$ cat config.mk
export PLATFORM = sky130hd
export DESIGN_NAME = sphp_parallel_port
export DESIGN_NICKNAME = d
export VERILOG_FILES = /design/src/sphp_pkg.sv /design/src/sphp_strobe_if.sv /design/src/sphp_strobe_sync.sv /design/src/sphp_parallel_port.sv
export SDC_FILE = /design/constraint.sdc
export NUM_CORES = 1
export LEC_CHECK = 0
export BUFFER_PORTS_ARGS = -buffer_cell sky130_fd_sc_hd__buf_2
export CORE_UTILIZATION = 28
export DETAILED_ROUTE_END_ITERATION = 6
export GPL_TIMING_DRIVEN = 0
export PLACE_DENSITY = 0.54
export SYNTH_ARGS = -nofsm -noshare
export SYNTH_HDL_FRONTEND = slang
export SYNTH_SLANG_ARGS = --single-unit
$ cat constraint.sdc
create_clock -name clock -period 2.49 [get_ports clock]
set_input_delay 0.1245 -clock clock [delete_from_list [all_inputs] [get_ports clock]]
set_output_delay 0.1245 -clock clock [all_outputs]
set_load 0.01 [all_outputs]
$ cat src/sphp_pkg.sv
// package: register map, control bit positions, reset values, timing
package sphp_pkg;

  // ---------------------------------------------------------------
  // register offsets (3-bit address)
  // ---------------------------------------------------------------
  localparam int              ADDR_W           = 3;
  localparam logic [2:0]      ADDR_CTRL        = 3'h0;
  localparam logic [2:0]      ADDR_PINS        = 3'h1;
  localparam logic [2:0]      ADDR_LATCHED     = 3'h2;
  localparam logic [2:0]      ADDR_DIR         = 3'h3;
  localparam logic [2:0]      ADDR_PORTB       = 3'h4;

  // ---------------------------------------------------------------
  // handshake_control_status bit positions
  // ---------------------------------------------------------------
  localparam int              BIT_FLAG         = 7;
  localparam int              BIT_IRQ_EN       = 6;
  localparam int              BIT_OPEN_DRAIN   = 5;
  localparam int              BIT_FULL_HS      = 4;
  localparam int              BIT_DIR_SEL      = 3;
  localparam int              BIT_PULSE_SEL    = 2;
  localparam int              BIT_EDGE_SEL     = 1;
  localparam int              BIT_POLARITY     = 0;

  // ---------------------------------------------------------------
  // values after reset, and the all-lines drive mask
  // ---------------------------------------------------------------
  localparam logic [6:0]      CTRL_RESET       = 7'h00;
  localparam logic [7:0]      BYTE_RESET       = 8'h00;
  localparam logic [7:0]      ALL_DRIVEN       = 8'hff;

  // ---------------------------------------------------------------
  // strobe B pulse length in bus clock periods
  // ---------------------------------------------------------------
  localparam int              STROBE_B_OUTPUT_PULSE_CYCLES = 2;
  localparam logic [1:0]      STROBE_B_OUTPUT_PULSE_LAST   =
    2'(STROBE_B_OUTPUT_PULSE_CYCLES - 1);
  localparam logic [1:0]      PULSE_CNT_RESET   = 2'h0;

  // ---------------------------------------------------------------
  // strobe A synchroniser settling depth
  // ---------------------------------------------------------------
  localparam logic [2:0]      PRIME_RESET      = 3'h0;

  // ---------------------------------------------------------------
  // operating mode of the port
  // ---------------------------------------------------------------
  typedef enum logic [1:0] {
    MODE_OFF,
    MODE_SIMPLE,
    MODE_IN_HS,
    MODE_OUT_HS
  } sphp_mode_t;

endpackage

$ cat src/sphp_strobe_if.sv
// interface: strobe A level and edge between core and synchroniser
`timescale 1ns/1ps
`default_nettype none

interface sphp_strobe_if;
  logic edgeSel;
  logic level;
  logic activeEdge;

  modport sync (
    input  edgeSel,
    output level,
    output activeEdge
  );

  modport core (
    output edgeSel,
    input  level,
    input  activeEdge
  );
endinterface

`default_nettype wire

$ cat src/sphp_strobe_sync.sv
// strobe A synchroniser and selectable edge detector
`timescale 1ns/1ps
`default_nettype none

module sphp_strobe_sync (
  input  wire logic clock,      // bus clock
  input  wire logic resetn,     // synchronous reset, active low
  input  wire logic strobeAIn,  // raw strobe A pin
  sphp_strobe_if.sync strobe_b_output      // level and edge towards the core
);

  logic       syncFirst;
  logic       syncSecond;
  logic       prevLevel;
  logic [2:0] primed;
  logic       riseSeen;
  logic       fallSeen;

  always_ff @(posedge clock) begin
    if (!resetn) begin
      syncFirst  <= 1'b0;
      syncSecond <= 1'b0;
      prevLevel  <= 1'b0;
      primed     <= sphp_pkg::PRIME_RESET;
    end else begin
      syncFirst  <= strobeAIn;
      syncSecond <= syncFirst;
      prevLevel  <= syncSecond;
      primed     <= {primed[1:0], 1'b1};
    end
  end

  assign riseSeen = syncSecond & ~prevLevel;
  assign fallSeen = ~syncSecond & prevLevel;

  // edge select picks rising or falling
  assign strobe_b_output.activeEdge = primed[2] & (strobe_b_output.edgeSel ? riseSeen : fallSeen);
  assign strobe_b_output.level      = syncSecond;

endmodule

`default_nettype wire

$ cat src/sphp_parallel_port.sv
// strobed and full handshake 8-bit parallel port, device side
`timescale 1ns/1ps
`default_nettype none

module sphp_parallel_port (
  input  wire logic       clock,          // bus clock, 40 MHz
  input  wire logic       resetn,         // synchronous reset, active low
  input  wire logic [2:0] regAddr,        // register address
  input  wire logic [7:0] regWriteData,   // register write data
  input  wire logic       regWrite,       // write strobe
  input  wire logic       regRead,        // read strobe
  output logic      [7:0] regReadData,    // read data, cycle after strobe
  input  wire logic       singleChipMode, // device in single-chip mode
  input  wire logic       globalIrqMask,  // processor interrupt mask
  output logic            irqRequest,     // strobe A interrupt request
  input  wire logic       strobeAIn,      // strobe A pin
  output logic            strobeBOut,     // strobe B pin
  input  wire logic [7:0] portCIn,        // port C pin levels
  output logic      [7:0] portCOut,       // port C drive value
  output logic      [7:0] portCOe,        // port C output enables
  output logic      [7:0] portBOut        // port B output latch
);

  // ---------------------------------------------------------------
  // address decode
  // ---------------------------------------------------------------
  function automatic logic regHit(input logic [2:0] addr,
                                  input logic [2:0] offset);
    regHit = (addr == offset);
  endfunction

  logic wrCtrl;
  logic wrPins;
  logic wrLatched;
  logic wrDir;
  logic wrPortB;
  logic rdCtrl;
  logic rdLatched;

  assign wrCtrl    = regWrite & regHit(regAddr, sphp_pkg::ADDR_CTRL);
  assign wrPins    = regWrite & regHit(regAddr, sphp_pkg::ADDR_PINS);
  assign wrLatched = regWrite & regHit(regAddr, sphp_pkg::ADDR_LATCHED);
  assign wrDir     = regWrite & regHit(regAddr, sphp_pkg::ADDR_DIR);
  assign wrPortB   = regWrite & regHit(regAddr, sphp_pkg::ADDR_PORTB);
  assign rdCtrl    = regRead & regHit(regAddr, sphp_pkg::ADDR_CTRL);
  assign rdLatched = regRead & regHit(regAddr, sphp_pkg::ADDR_LATCHED);

  // ---------------------------------------------------------------
  // registers
  // ---------------------------------------------------------------
  logic [6:0] ctrlBits;
  logic       flag;
  logic       clearArmed;
  logic [7:0] outLatch;
  logic [7:0] latchedC;
  logic [7:0] dirC;
  logic [7:0] portB;
  logic       strbActive;
  logic [1:0] pulseCnt;
  logic [7:0] readData;

  // ---------------------------------------------------------------
  // control fields and mode
  // ---------------------------------------------------------------
  logic irqEn;
  logic openDrain;
  logic fullHs;
  logic dirSel;
  logic pulseSel;
  logic edgeSel;
  logic polarity;

  assign irqEn     = ctrlBits[sphp_pkg::BIT_IRQ_EN];
  assign openDrain = ctrlBits[sphp_pkg::BIT_OPEN_DRAIN];
  assign fullHs    = ctrlBits[sphp_pkg::BIT_FULL_HS];
  assign dirSel    = ctrlBits[sphp_pkg::BIT_DIR_SEL];
  assign pulseSel  = ctrlBits[sphp_pkg::BIT_PULSE_SEL];
  assign edgeSel   = ctrlBits[sphp_pkg::BIT_EDGE_SEL];
  assign polarity  = ctrlBits[sphp_pkg::BIT_POLARITY];

  sphp_pkg::sphp_mode_t mode;

  // direction select ignored in simple mode
  assign mode = !singleChipMode ? sphp_pkg::MODE_OFF    :
                !fullHs         ? sphp_pkg::MODE_SIMPLE :
                !dirSel         ? sphp_pkg::MODE_IN_HS  :
                                  sphp_pkg::MODE_OUT_HS;

  logic modeSimple;
  logic modeInHs;
  logic modeOutHs;
  logic modeHs;

  assign modeSimple = (mode == sphp_pkg::MODE_SIMPLE);
  assign modeInHs   = (mode == sphp_pkg::MODE_IN_HS);
  assign modeOutHs  = (mode == sphp_pkg::MODE_OUT_HS);
  assign modeHs     = modeInHs | modeOutHs;

  // ---------------------------------------------------------------
  // strobe A synchroniser
  // ---------------------------------------------------------------
  sphp_strobe_if strbIf ();

  assign strbIf.edgeSel = edgeSel;

  sphp_strobe_sync u_strobe_sync (
    .clock     (clock),
    .resetn    (resetn),
    .strobeAIn (strobeAIn),
    .strobe_b_output      (strbIf.sync)
  );

  logic strobeEdge;

  assign strobeEdge = strbIf.activeEdge & (mode != sphp_pkg::MODE_OFF);

  // ---------------------------------------------------------------
  // strobe A flag and its clearing sequence
  // ---------------------------------------------------------------
  logic clearAccess;
  logic next_flag;
  logic next_clearArmed;

  // simple and input modes clear on latched read
  // output mode clears on latched write
  assign clearAccess = modeOutHs ? wrLatched : rdLatched;

  // selected edge sets flag, set wins
  assign next_flag = strobeEdge | (flag & ~(clearArmed & clearAccess));

  // arm on a control read that saw the flag set
  assign next_clearArmed = (rdCtrl & flag) ? 1'b1 :
                           clearAccess     ? 1'b0 :
                                             clearArmed;

  assign irqRequest = flag & irqEn & ~globalIrqMask;

  // ---------------------------------------------------------------
  // strobe B sequencing
  // ---------------------------------------------------------------
  logic strbStart;
  logic strbPulsed;
  logic pulseDone;
  logic next_strbActive;
  logic [1:0] next_pulseCnt;

  // in output and simple modes, strobe goes active on the same edge that the latch takes the byte
  // latched write starts strobe B in output mode
  // latched read restarts strobe B in input mode
  // port B write starts a pulse in simple mode
  assign strbStart = (modeSimple & wrPortB) |
                     (modeInHs & rdLatched) |
                     (modeOutHs & wrLatched);

  assign strbPulsed = modeSimple | (modeHs & pulseSel);
  assign pulseDone  = strbActive & strbPulsed &
                      (pulseCnt == sphp_pkg::STROBE_B_OUTPUT_PULSE_LAST);

  // edge ends strobe B in handshake modes
  // input mode edge ends strobe B as well
  assign next_strbActive = (mode == sphp_pkg::MODE_OFF) ? 1'b0 :
                           strbStart                    ? 1'b1 :
                           (strobeEdge & modeHs)        ? 1'b0 :
                           pulseDone                    ? 1'b0 :
                                                          strbActive;

  assign next_pulseCnt = strbStart  ? sphp_pkg::PULSE_CNT_RESET :
                         strbActive ? 2'(pulseCnt + 2'h1)       :
                                      pulseCnt;

  assign strobeBOut = polarity ? strbActive : ~strbActive;

  // ---------------------------------------------------------------
  // port C drive and read views
  // ---------------------------------------------------------------
  logic       forceDrive;
  logic [7:0] driveMask;
  logic [7:0] pinsView;

  // in output mode without open drain, active strobe A level forces all lines out
  // forcing level opposite the edge's final level
  assign forceDrive = modeOutHs & (strbIf.level ^ edgeSel);
  assign driveMask  = forceDrive ? sphp_pkg::ALL_DRIVEN : dirC;

  assign portCOe  = openDrain ? (driveMask & ~outLatch) : driveMask;
  assign portCOut = outLatch;

  // output mode reads the output latch
  assign pinsView = modeOutHs ? outLatch :
                    ((dirC & outLatch) | (~dirC & portCIn));

  logic [7:0] next_readData;

  assign next_readData =
    !regRead                                ? sphp_pkg::BYTE_RESET :
    regHit(regAddr, sphp_pkg::ADDR_CTRL)    ? {flag, ctrlBits}     :
    regHit(regAddr, sphp_pkg::ADDR_PINS)    ? pinsView             :
    regHit(regAddr, sphp_pkg::ADDR_LATCHED) ? latchedC             :
    regHit(regAddr, sphp_pkg::ADDR_DIR)     ? dirC                 :
    regHit(regAddr, sphp_pkg::ADDR_PORTB)   ? portB                :
                                              sphp_pkg::BYTE_RESET;

  assign regReadData = readData;
  assign portBOut    = portB;

  // ---------------------------------------------------------------
  // software-written registers
  // ---------------------------------------------------------------
  always_ff @(posedge clock) begin
    if (!resetn) begin
      ctrlBits <= sphp_pkg::CTRL_RESET;
      dirC     <= sphp_pkg::BYTE_RESET;
      portB    <= sphp_pkg::BYTE_RESET;
      outLatch <= sphp_pkg::BYTE_RESET;
    end else begin
      if (wrCtrl) begin
        ctrlBits <= regWriteData[6:0];
      end
      if (wrDir) begin
        dirC <= regWriteData;
      end
      if (wrPortB) begin
        portB <= regWriteData;
      end
      // both port C addresses write the output latch
      if (wrPins | wrLatched) begin
        outLatch <= regWriteData;
      end
    end
  end

  // ---------------------------------------------------------------
  // latched port C capture
  // ---------------------------------------------------------------
  always_ff @(posedge clock) begin
    if (!resetn) begin
      latchedC <= sphp_pkg::BYTE_RESET;
    end else if (strobeEdge & ~modeOutHs) begin
      // edge captures the pins, flag state ignored
      latchedC <= portCIn;
    end
  end

  // ---------------------------------------------------------------
  // flag, strobe and read data state
  // ---------------------------------------------------------------
  always_ff @(posedge clock) begin
    if (!resetn) begin
      flag       <= 1'b0;
      clearArmed <= 1'b0;
      strbActive <= 1'b0;
      pulseCnt   <= sphp_pkg::PULSE_CNT_RESET;
      readData   <= sphp_pkg::BYTE_RESET;
    end else begin
      flag       <= next_flag;
      clearArmed <= next_clearArmed;
      strbActive <= next_strbActive;
      pulseCnt   <= next_pulseCnt;
      readData   <= next_readData;
    end
  end

endmodule

`default_nettype wire

==> results.txt <==
----------------------------------------------------
[Run status]
  Run status ... completed

[Floorplanning]
  Die span in y ... 103 um
  Die extent in x ... 103 um
  Num rows ... 36
  Die area ... 10500 um^2
  Area inside the core boundary ... 9770 um^2
  Number of top-level design ports ... 60
  Starting Density ... 28.9%

[Final layout]
  Multi-input gate area ... 1540 um^2
  Commonest non-fill, non-tap cell in the layout ... sky130_fd_sc_hd__buf_2
  Area growth from synthesis to layout ... 24.9%
  Final layout net count ... 418
  Ant. Diodes ... 0
  Fraction of final layout cells with drive strength greater than 1 ... 21.7%
  Fin cells ... 529
  Number of fill cells in the layout ... 1034
  Most frequent cells in the layout ... sky130_fd_sc_hd__buf_2, sky130_fd_sc_hd__dfxtp_1, sky130_fd_sc_hd__nand2_1
  Sequential standard cell area ... 1160 um^2

[Power]
  PD cells ... 623 nW/um^2
  Maximum ir drop on the vdd rail ... 308 uV
  Share of total power in sequential cells ... 44.3%
  Design internal power ... 1660 uW
  Combinational cell fraction of total power ... 9.8%
  Clock Power Share ... 45.9%
  Leakage power ... 0.00139 uW
  Total Power Consumption ... 2200 uW
  Net switching power ... 545 uW
  Switching portion of total power ... 24.8%

[Place]
  Routability congestion estimate from global placement ... 0.861
  Number of port buffers ... 58
  Placed instance count ... 511
  DPL Wire Length ... 6.57 mm

[Critical path]
  Critical path start-end classification ... register to primary output
  Worst EP required ... 2.37 ns
  Critical path capture point type ... primary output
  R2r startpoint ... ctrlBits[1]$_SDFFE_PN0P_
  Critical path peak fanout ... 8
  CP Capture Point ... portCOe[1]
  Register-to-register path setup slack ... 0.79 ns
  Start point of the critical path ... ctrlBits[4]$_SDFFE_PN0P_
  Length in cells of the worst reg-to-reg path ... 3
  Worst reg2reg endpoint ... latchedC[0]$_SDFFE_PN0P_
  CP arrival ... 2.03 ns
  Kind of launch point of the worst setup path ... register

[Detailed routing]
  Post-route DRC violation count ... 0
  Vias after detailed routing ... 2626
  Final WL ... 8.87 mm
  Post-route ant nets ... 0
  Via count normalized by instance count ... 4.96
  Violation count after the first detailed-route iteration ... 114
  First-pass iteration count of the detailed router ... 4
  Detail-routed net length per standard cell ... 16.8 um

[Yosys]
  Ys Warns ... 0
  Synth Register Bits ... 58
  Most area-hungry cell type in the Yosys netlist ... sky130_fd_sc_hd__dfxtp_1
  Synth Cell Area ... 2830 um^2
  Syn_nets ... 347
  Main area contributors after synthesis ... sky130_fd_sc_hd__dfxtp_1, sky130_fd_sc_hd__mux2i_1, sky130_fd_sc_hd__nand2_1, sky130_fd_sc_hd__a21boi_1, sky130_fd_sc_hd__a221oi_1
  Seq/Total Area, Yosys ... 41.0%
  Average cell area after synthesis ... 8.84 um^2
  Top-area cell type share of the netlist area ... 41.0%
  Number of library cell types mapped by synthesis ... 44
  Primary flip-flop cell chosen by synthesis mapping ... sky130_fd_sc_hd__dfxtp_1
  Async set-reset flop share out of synthesis ... 0%
  EDFF count, synth ... 0
  Synthesized netlist cell count ... 320

[Timing]
  Final critical delay including setup and external delays ... 2.15 ns
  Slew at the pin closest to its max-slew limit ... 0.699 ns
  Final worst-path cycle share ... 86.4%
  Tightest slew margin relative to the limit ... 53.3%
  Peak Freq ... 465 MHz
  Post-Route Skew ... 0.00828 ns
  Hold violation total from the final report ... 0
  Final-report max-slew violation count ... 0
  Final setup TNS ... 0 ns
  Setup violations, final ... 0
  Unrepaired setup endpoints after global routing ... false

[Global route]
  Overall fraction of global-route tracks in use ... 18.0%
  Maximum number of pins on one net before global-route repair ... 11
  Wire length of the first global-routing pass ... 13.7 mm
  Antenna violations before repair ... 0
  Total congestion overflow after global routing ... 0
  Via count of the first global-routing pass ... 2467

[Flow run]
  Max-cap check violation count ... 0

[Hold path]
  Worst hold-check path type ... input port to register

[Clock network]
  Clock-pin slew of the registers on the worst-case setup and hold paths ... 0.07 ns
  CTS H-tree depth ... 3
  Clock Sink Count ... 58
  Number of setup buffers added after CTS ... 0
  Clock latency on the worst-skew pair ... 0.35 ns
  CTS Buffer Depth ... 2
  Clock buffers created by TritonCTS ... 9
  Root buffer cell ... sky130_fd_sc_hd__clkbuf_8
  TritonCTS clock tree ... done

----------------------------------------------------
[kinds of logic after synthesis]
family | share of synthesized area [%]
simple gates | 22.6
fa+ha+maj | 0.442
buf+inv | 4.42
flops | 41.0
compound gates | 21.0
xor+xnor | 1.55
mux | 8.93
[cells in the mapped netlist, types with 8 or more instances]
cell and n:
sky130_fd_sc_hd__a21boi_1 24, sky130_fd_sc_hd__a221oi_1 8, sky130_fd_sc_hd__a2bb2oi_1 8, sky130_fd_sc_hd__a31oi_1 9, sky130_fd_sc_hd__and2_1 8, sky130_fd_sc_hd__clkbuf_1 15, sky130_fd_sc_hd__dfxtp_1 58, sky130_fd_sc_hd__mux2i_1 23
sky130_fd_sc_hd__nand2_1 54, sky130_fd_sc_hd__nand2b_1 10, sky130_fd_sc_hd__nand3_1 11, sky130_fd_sc_hd__nor2b_1 9, sky130_fd_sc_hd__nor3b_1 8, sky130_fd_sc_hd__o21ai_0 14, sky130_fd_sc_hd__o22ai_1 10
[critical path, stage by stage (launching register included)]
cell	delay [ns]
sky130_fd_sc_hd__dfxtp_1	0.47
sky130_fd_sc_hd__and3_4	0.27
sky130_fd_sc_hd__and2_1	0.12
sky130_fd_sc_hd__clkbuf_1	0.34
sky130_fd_sc_hd__a2bb2oi_1	0.29
sky130_fd_sc_hd__buf_2	0.18
[worst min-delay path by stage]
stage / from / end / slack, ns / cells after the start
after floorplan: resetn / u_strobe_sync.primed[0]$_DFF_P_ / 0.15 / 0
after CTS: portCIn[5] / latchedC[5]$_SDFFE_PN0P_ / 0.03 / 3
final: regWriteData[7] / portBOut[7]$_SDFFE_PN0N_ / 0.03 / 3
after global placement: strobeAIn / u_strobe_sync.syncFirst$_SDFF_PN0_ / 0.33 / 2
after detailed placement: strobeAIn / u_strobe_sync.syncFirst$_SDFF_PN0_ / 0.34 / 2
after global routing: regWriteData[7] / portBOut[7]$_SDFFE_PN0N_ / 0.05 / 3
[stage by stage]
stage               hold slack (ns)  setup slack, ns  area (um^2)  util [%]
floorplan                     0.152            0.984         2830         -
global placement              0.334            0.778         3290      33.6
detailed placement            0.336            0.758         3290      33.6
CTS                          0.0265            0.357         3530      36.2
global route                 0.0487            0.269         3530      36.2
finish                       0.0336            0.340         3530      36.2
[state kept, by name (all words and copies together), names as in the netlist]
name and cells:
u_strobe_sync.syncFirst 1, u_strobe_sync.prevLevel 1, ctrlBits 7, portBOut 8
strbActive 1, regReadData 8, pulseCnt 2, u_strobe_sync.strobe_b_output.level 1
flag 1, u_strobe_sync.primed 3, portCOut 8, clearArmed 1
latchedC 8, dirC 8
[layout make-up]
class / instances / share of cell area [%]
Timing Repair Buffer: 60 / 8.78
Buffer: 26 / 3.33
Tap cell: 133 / 4.71
Clock inverter: 4 / 2.09
Clock buffer: 12 / 4.39
Sequential cell: 58 / 32.8
Multi-Input combinational cell: 234 / 43.6
Inverter: 2 / 0.212
[power groups by stage]
stage                     logic [uW]  clock network [uW]  registers [uW]
after floorplan                  122                   0             992
after global placement           209                   0             995
after detailed placement         213                   0             995
after CTS                        216                1030             974
after global routing             238                1070             975
final                            216                1010             974
[metal layers]
| metal | track usage [%] | part of all wire, % | routed length [um] | up-vias |
|---|---|---|---|---|
| met5 | 0 | 0 | 0 | - |
| met4 | 10.5 | 2.3 | 205 | 0 |
| met3 | 3.12 | 4.7 | 415 | 16 |
| met2 | 27.8 | 46 | 4060 | 79 |
| met1 | 23.5 | 47 | 4190 | 1246 |
| li1 | - | - | - | 1285 |
[repair_timing]
item	4_1_cts	5_1_grt
resized for setup	0	0
endpoints found under the hold margin	2	0
hold buffers	2	0
setup endpoints to repair	0	0
Note: power is estimated with default switching activity, not from simulation.
